[config.mk]
export PLATFORM = sky130hd
export DESIGN_NAME = voltage_measurement_sequencer
export DESIGN_NICKNAME = d
export VERILOG_FILES = /design/src/voltage_sequencer_pkg.sv /design/src/voltage_measurement_sequencer.sv
export SDC_FILE = /design/constraint.sdc
export NUM_CORES = 2
export LEC_CHECK = 0
export BUFFER_PORTS_ARGS = -buffer_cell sky130_fd_sc_hd__buf_2
export CAP_MARGIN = 30
export CORE_MARGIN = 3
export CORE_UTILIZATION = 40
export CTS_BUF_LIST = sky130_fd_sc_hd__clkbuf_2
export DETAILED_ROUTE_END_ITERATION = 7
export PLACE_DENSITY_LB_ADDON = 0.15
export SLEW_MARGIN = 20
export SYNTH_ARGS = -nofsm -noshare
export SYNTH_HDL_FRONTEND = slang
export SYNTH_SLANG_ARGS = --single-unit
[constraint.sdc]
create_clock -name core_clk -period 3 [get_ports core_clk]
set_input_delay 0.6 -clock core_clk [delete_from_list [all_inputs] [get_ports core_clk]]
set_output_delay 0.6 -clock core_clk [all_outputs]
set_load 0.01 [all_outputs]
[src/voltage_sequencer_pkg.sv]
/*
  Shared constants and carrier types for the voltage measurement sequencer.
  Assumes a single 10 MHz core clock and a converter that answers each
  conversion request with one result strobe inside the same slot.
*/
`default_nettype none

package voltage_sequencer_pkg;

  // Converter resolution in bits.
  localparam int RESULT_BITS = 14;

  // Clock period and slot timing.
  localparam int CLK_PERIOD_NS = 100;
  localparam int SLOT_TIME_NS = 50000;
  localparam int SLOT_CYCLES = SLOT_TIME_NS / CLK_PERIOD_NS;
  localparam logic [8:0] SLOT_LAST_TICK = 9'(SLOT_CYCLES - 1);

  // Documented slot count per cycle, reset slot included.
  localparam int CYCLE_SLOTS = 30;
  localparam int DEFAULT_CELL_COUNT = 17;

  // Slot codes in conversion order; slot zero is the reset period.
  localparam logic [4:0] RESET_SLOT = 5'h00;
  localparam logic [4:0] SECOND_REFERENCE_CHANNEL = 5'h01;
  localparam logic [4:0] CORE_SUPPLY_CHANNEL = 5'h02;
  localparam logic [4:0] EXTERNAL_REGULATOR_CHANNEL = 5'h03;
  localparam logic [4:0] GPIO1_INPUT_CHANNEL = 5'h04;
  localparam logic [4:0] GPIO2_INPUT_CHANNEL = 5'h05;
  localparam logic [4:0] PACK_VOLTAGE_CHANNEL = 5'h06;
  localparam logic [4:0] THERMISTOR_CHANNELS = 5'h07;
  localparam logic [4:0] MID_SUPPLY_CHANNEL = 5'h0C;
  localparam logic [4:0] FIRST_CELL_SLOT = 5'h0D;

  // Sequencer modes.
  typedef enum logic [0:0] {
    IDLE = 1'b0,
    RUN = 1'b1
  } mode_type;

  // One conversion request towards the analog front end.
  typedef struct packed {
    logic start;
    logic [4:0] channel;
    logic [4:0] posTerminal;
    logic [4:0] negTerminal;
  } adc_request_type;

  // Host-visible status bits.
  typedef struct packed {
    logic singleCycleTrigger;
    logic conversionDoneFlag;
    logic resultCaptureCommand;
    logic cycleDoneIndication;
  } seq_status_type;

endpackage

`default_nettype wire

[src/voltage_measurement_sequencer.sv]
/*
  Voltage measurement sequencer: steps a 14-bit converter through a fixed
  slot order, flags cycle completion and copies results on host command.
  Assumes host controls arrive as synchronous one-cycle write strobes and
  that the converter returns at most one result per slot.
*/
`timescale 1ns/100ps
`default_nettype none

module voltage_measurement_sequencer
  import voltage_sequencer_pkg::*;
#(
  parameter int CELL_COUNT = DEFAULT_CELL_COUNT
) (
  // Clock and reset
  input wire logic core_clk,
  input wire logic rst_n,
  // Power mode and run configuration
  input wire logic activeMode,
  input wire logic continuousRunBit,
  // Host write strobes
  input wire logic triggerWrite,
  input wire logic captureWrite,
  input wire logic doneClearWrite,
  // Converter
  output adc_request_type adcRequest,
  input wire logic adcValid,
  input wire logic [RESULT_BITS-1:0] adcResult,
  // Result read port
  input wire logic [4:0] resultIndex,
  output logic [RESULT_BITS-1:0] resultData,
  // Status
  output seq_status_type status,
  output logic cycleBusy
);

  // Converted channels: twelve fixed ones plus the cells.
  localparam int CHANNELS = 12 + CELL_COUNT;
  localparam logic [4:0] LAST_SLOT = 5'(CHANNELS);

  initial begin
    if (CELL_COUNT < 1 || CELL_COUNT > DEFAULT_CELL_COUNT) begin
      $error("CELL_COUNT must lie between 1 and 17");
    end
    if (CELL_COUNT == DEFAULT_CELL_COUNT && CHANNELS + 1 != CYCLE_SLOTS) begin
      $error("slot plan does not match the cycle length");
    end
  end

  typedef struct packed {
    mode_type mode;
    logic [4:0] slot;
    logic [8:0] tick;
    logic trigger;
    logic done;
    logic indication;
    logic captureBusy;
    adc_request_type adcReq;
    logic [CHANNELS-1:0][RESULT_BITS-1:0] work;
    logic [CHANNELS-1:0][RESULT_BITS-1:0] capt;
    logic [RESULT_BITS-1:0] readData;
  } regs_type;

  regs_type r;
  regs_type next_r;

  // Request for the conversion held in a given slot.
  function automatic adc_request_type slotRequest(input logic [4:0] slot);
    adc_request_type req;
    req.start = 1'b1;
    req.channel = slot;
    req.posTerminal = 5'h00;
    req.negTerminal = 5'h00;
    if (slot >= FIRST_CELL_SLOT) begin
      req.posTerminal = 5'(slot - FIRST_CELL_SLOT + 5'h01);
      req.negTerminal = 5'(slot - FIRST_CELL_SLOT);
    end
    return req;
  endfunction

  always_comb begin
    next_r = r;
    next_r.adcReq.start = 1'b0;

    // Clearing comes first so a same-cycle cycle end can set it again.
    if (doneClearWrite) begin
      next_r.done = 1'b0;
    end

    // The copy takes one cycle after the command is taken.
    if (r.captureBusy) begin
      next_r.capt = r.work;
      next_r.captureBusy = 1'b0;
      next_r.indication = 1'b0;
    end else if (captureWrite) begin
      next_r.captureBusy = 1'b1;
    end

    unique case (r.mode)
      IDLE: begin
        if (activeMode && (continuousRunBit || r.trigger)) begin
          next_r.mode = RUN;
          next_r.slot = RESET_SLOT;
          next_r.tick = 9'h000;
        end
      end
      RUN: begin
        if (!activeMode) begin
          // An aborted cycle neither flags completion nor consumes the trigger.
          next_r.mode = IDLE;
          next_r.slot = RESET_SLOT;
          next_r.tick = 9'h000;
        end else begin
          if (adcValid && r.slot != RESET_SLOT) begin
            next_r.work[5'(r.slot - 5'h01)] = adcResult;
          end
          if (r.tick == SLOT_LAST_TICK) begin
            next_r.tick = 9'h000;
            if (r.slot == LAST_SLOT) begin
              next_r.done = 1'b1;
              next_r.indication = 1'b1;
              next_r.trigger = 1'b0;
              next_r.slot = RESET_SLOT;
              if (!continuousRunBit) begin
                next_r.mode = IDLE;
              end
            end else begin
              next_r.slot = 5'(r.slot + 5'h01);
              next_r.adcReq = slotRequest(5'(r.slot + 5'h01));
            end
          end else begin
            next_r.tick = 9'(r.tick + 9'h001);
          end
        end
      end
    endcase

    // A new trigger write wins over the end-of-cycle clear.
    if (triggerWrite && !continuousRunBit) begin
      next_r.trigger = 1'b1;
    end

    // Results change only on a capture, never as cycles run.
    if (resultIndex < LAST_SLOT) begin
      next_r.readData = r.capt[resultIndex];
    end else begin
      next_r.readData = '0;
    end
  end

  always_ff @(posedge core_clk) begin
    if (!rst_n) begin
      r <= '0;
    end else begin
      r <= next_r;
    end
  end

  assign adcRequest = r.adcReq;
  assign resultData = r.readData;
  assign status.singleCycleTrigger = r.trigger;
  assign status.conversionDoneFlag = r.done;
  assign status.resultCaptureCommand = r.captureBusy;
  assign status.cycleDoneIndication = r.indication;
  assign cycleBusy = (r.mode == RUN);

endmodule

`default_nettype wire

# Word-level counts from Yosys, hierarchy flattened
# Index checks and enable logic that the tools add are counted.
# Widths: inputs -> output; s select.
# op_classes
add_sub_neg	5
order_cmp	5
eq_ne	4
muxes	23
bitwise_logic	3
reduce_logical	18
# op_table
cell	n
$bwmux 406	1
$bmux 14 s5	1
$demux 14 s5	1
$mux 15	2
$pmux 15 s2	1
$mux 14	2
$mux 16	1
$lt 5x6->1 const B	2
$mux 3	4
$reduce_and 4->1	3
$add 5x1->5 const B	2
$mux 10	1
$add 9x1->9 const B	1
$eq 9x9->1 const B	1
$mux 9	1
$reduce_bool 2->1	4
$mux 1	6
$mux 6	1
$eq 5x5->1 const B	1
$ge 5x1->1 const B	1
$ge 5x4->1 const B	1
$lt 5x5->1 const B	1
$mux 5	1
$reduce_bool 5->1	1
11 further kinds	17
# totals
regBits	861
input_bits	27
output_inout_bits	35
word_cells	128

# Logic depth before layout (Yosys ltp)
# logic_depth
ltp_word	6
ltp_mapped	11
mapped_depth_nobuf	7

# Worst setup path before layout
# No wires, ideal clock.
# synth_timing
kind	reg-to-reg
startpoint	reg r[855] (netlist bit)
endpoint	reg r[619] (netlist bit)
setup_time_ns	0.072
arrival_time_ns	2.658
slack_ns	0.270
stages_incl_launch_ff	11
n_path_buf	3
path_cell_list	dfxtp_1 > clkbuf_1 > inv_1 > ha_1 > buf_2 > nor3b_2 > a21oi_4 > nand2_1 > nor2_2 > buf_4 > mux2i_1
# synth_via
elab_chain_cells	6
elab_cells_between_ends	10
classes_between	add/sub: 1; order compare: 2; mux: 3; reduce/logical: 4
# synth_lines
element	line	rtl
start, declared	voltage_measurement_sequencer.sv:64	regs_type r;
start signal, assigned	voltage_measurement_sequencer.sv:155	r <= next_r;
$sub 5x1->5	voltage_measurement_sequencer.sv:115	next_r.work[5'(r.slot - 5'h01)] = adcResult;
$lt 5x6->1 (implied by the code) or $ge 5x1->1 (tied branches)	voltage_measurement_sequencer.sv:115	
$logic_and 1x1->1 (implied by the code)	voltage_measurement_sequencer.sv:115	
$mux 14 (implied by the code)	voltage_measurement_sequencer.sv:115	
$demux 14 s5	voltage_measurement_sequencer.sv:115	
$bwmux 406	voltage_measurement_sequencer.sv:115	
# Several ways; a longest one is shown, not always the timed one.
# A chain may end at the register's enable or synchronous reset.

# Final worst setup path
# layout_timing
startpoint	in resultIndex[0]
endpoint	reg r (netlist bit resultData[7])
# layout_via
elab_chain_cells	2
elab_cells_between_ends	4
classes_between	order compare: 1; mux: 2; reduce/logical: 1
# layout_lines
element	line	rtl
start, declared	voltage_measurement_sequencer.sv:30	input wire logic [4:0] resultIndex,
$bmux 14 s5 or $lt 5x5->1 (tied branches)	voltage_measurement_sequencer.sv:145, voltage_measurement_sequencer.sv:144	
$mux 14 (implied by the code) or $reduce_and 2->1 (tied branches)	-	
# Several ways; a longest one is shown, not always the timed one. The select of a mux whose other input is x is not followed.

==> flow_metrics.tcl <==
set metrics [dict create \
    status "complete, no violations" \
    utilization_pct 44.82 \
    crit_slowest_cell "dlygate4sd3_1" \
    wirelength_mm 91.82 \
    ff_latch_area_um2 17240 \
    path_cells "dlygate4sd3_1 -> buf_6 -> buf_12 -> mux4_2 -> mux2_2 -> o21ai_0 -> dlygate4sd3_1 -> o211ai_1 -> dlygate4sd3_1" \
    fillerInstances 8369 \
    cts_sinks 861 \
    via_per_inst 5.034 \
    grt-ovfl-total 0 \
    ys_ff_latch 861 \
    gp_congestion 0.7746 \
    yosysSeqAreaShare_pct 47.88 \
    finalHoldViolations 0 \
    timing.final.ws_setup_ns 0.1451 \
    clkPwrFrac_pct 38.5 \
    period_minus_slack_ns 2.855 \
    final_cell_mix "dfxtp_1, mux2i_1, nor2b_1" \
    synth_warnings 0 \
    io_buffers 61 \
    yosysTopAreaCell "dfxtp_1" \
    wl_per_cell_um 19.30 \
    setup_viol 0 \
    async_reset_ff_share_pct 0 \
    antenna_found_initial 3 \
    pre_cts_ws_ns 0.3077 \
    core_um2 88780 \
    critical-path-top-delay-family "buffers and inverters" \
    numCtsBuffers 220 \
    drt_iter0_drc 1226 \
    path_common_cell "dlygate4sd3_1" \
    grt_setup_unrepaired "no" \
    power_leakage_nw 14.03 \
    timing.setup.tns_ns 0 \
    track_usage_pct 19.60 \
    start_util_pct 40.55 \
    ant_nets 0 \
    multiInputGateArea_um2 17290 \
    end_kind "register" \
    worstPathMaxFanout 33 \
    power_density_nw_per_um2 513.1 \
    pin_count 62 \
    synthesis.nets 3318 \
    crit_type "in2reg" \
    critical_path_arrival_ns 4.16 \
    fin_nets 3464 \
    drv_cap 0 \
    ir_drop_mv 0.3149 \
    timing.hold.ws_ns 0.1881 \
    clock_latency_ns 1.44 \
    ys.flop_type "dfxtp_1" \
    grt_pass1_vias 24805 \
    clock_path_buffers 3 \
    worst_pin_slew_ns 0.9779 \
    fin_crit_sh_pct 95.16 \
    final.setup_skew_ns 0.07895 \
    synth_cell_types 66 \
    cp-start-kind "primary input" \
    layout-drive-gt1-share_pct 18.24 \
    hp-class "in2reg" \
    root_buffer "clkbuf_2" \
    die_h_um 306 \
    dr.pass1.iters 5 \
    clkTransAtPathRegs_ns 0.11 \
    report.final.slew_viol_count 0 \
    synth_cells 3283 \
    htree_levels 4 \
    synth_top_area_share_pct 47.88 \
    final_common_cell "dfxtp_1" \
    netlist_area_um2 36000 \
    critPathMaxStageDelay_ns 0.58 \
    grt_start_max_net_pins 134 \
    avgSynthCellArea_um2 10.97 \
    vias 23946 \
    worstPathRequired_ns 4.30 \
    netSwitchingFraction_pct 26.64 \
    dp_hpwl_mm 56.92 \
    cts_tree "done" \
    seq_power_share_pct 56.0 \
    p_comb_share_pct 5.4 \
    slew_headroom_pct 34.73 \
    fmax_ghz 0.3503 \
    yosys-top-cells-area "dfxtp_1, mux2i_1, nor2b_1" \
    remaining_drc_errors 0 \
    area_growth_pct 10.54 \
    grt_pass1_wl_mm 143.7 \
    synth_edf_count 0 \
    die_x_um 306 \
    cts-resized-gates 0 \
    placement_rows 109 \
    dieArea_um2 93640 \
    worst-path-buf-inv 5 \
    p_sw_mw 5.440 \
    p_int_mw 14.98 \
]
==> synthesized netlist by cell type, types with 8 or more instances <==
cell type / instances
a211oi_1: 16
inv_1: 22
buf_1: 43
dfxtp_1: 861
nor2_2: 11
nand3_1: 21
a21boi_0: 32
ha_1: 8
a21oi_1: 13
buf_2: 32
buf_4: 46
nand2_1: 315
nor2_1: 17
clkbuf_1: 155
nor2b_1: 601
o22ai_1: 23
a221oi_1: 8
mux2i_1: 823
mux4_2: 88
a22oi_1: 8
o21ai_0: 25
==> state kept, by name, indices dropped and copies added, names as in the netlist <==
register,count
status,4
r,826
resultData,14
cycleBusy,1
adcRequest,16
==> kinds of logic (layout without fill, tap and decap cells) <==
kind of cell,count (synthesis),count (layout),share of synthesized area (%)
XOR/XNOR,12,12,0.2919
flip-flops,861,861,47.88
other,0,6,0
buffers and inverters,309,612,4.139
AND/OR/NAND/NOR,1019,1019,15.74
adder cells (fa/ha/maj),9,9,0.3059
multiplexers,916,916,28.55
AO/OA/AOI/OAI,157,157,3.093
==> power groups by stage <==
| stage | Combinational, mW | Sequential, mW | Clock (mW) |
|---|---|---|---|
| final | 1.11 | 11.4 | 7.87 |
| after global routing | 1.18 | 11.4 | 8.83 |
| after CTS | 1.12 | 11.4 | 8.24 |
| after detailed placement | 1.05 | 11.7 | 0 |
| after global placement | 1.04 | 11.7 | 0 |
| after floorplan | 0.735 | 11.7 | 0 |
==> layer usage <==
layer | track usage, % | share of wire, % | vias up
li1 | - | - | 11602
met1 | 26.10 | 47 | 11679
met2 | 31.82 | 46 | 487
met3 | 3.716 | 4.3 | 178
met4 | 7.131 | 2.4 | 0
met5 | 0 | 0 | -
==> stage by stage <==
step / power (mW) / instance area (µm²) / std cells
floorplan: 12.44 / 36000 / 3283
global placement: 12.76 / 37320 / 4322
detailed placement: 12.77 / 37320 / 4322
CTS: 20.80 / 39750 / 4749
global route: 21.45 / 39790 / 4754
finish: 20.42 / 39790 / 4757
==> path summary, 6_finish.rpt <==
path / startpoint / to / slack (ns) / depth (start not counted)
worst min-delay path: adcResult[13] / r[825]$_SDFFE_PN0P_ / 0.19 / 4
worst max-delay path: resultIndex[0] / resultData[7]$_SDFF_PN0_ / 0.15 / 9
worst min register to register: r[456]$_SDFFE_PN0P_ / r[456]$_SDFFE_PN0P_ / 0.46 / 2
worst max register to register: r[855]$_SDFFE_PN0P_ / r[618]$_SDFFE_PN0P_ / 0.27 / 10
==> final cells by class <==
class                   count  share of cell area [%]
multi-input cells        2113                   43.44
inverters                  22                  0.2075
diodes                      6                 0.03773
well taps                1165                   3.663
clock inverters            38                  0.5754
repair buffers            211                   4.468
clock buffers             341                   4.289
flip-flops and latches    861                   43.32
==> worst min-delay path: cells and delay by family <==
kind                   cells  cell delay (ns)
buffers and inverters      2             0.76
and+or+nand+nor            1             0.09
AOI/OAI and AO/OA          1             0.07
==> what timing repair did <==
item | 4_1_cts | 5_1_grt
endpoints found under the setup margin | 1 | 0
hold endpoints to repair | 815 | 0
hold buffers | 46 | 0
buffers inserted | 2 | 0
(Power assumes the default switching activity.)
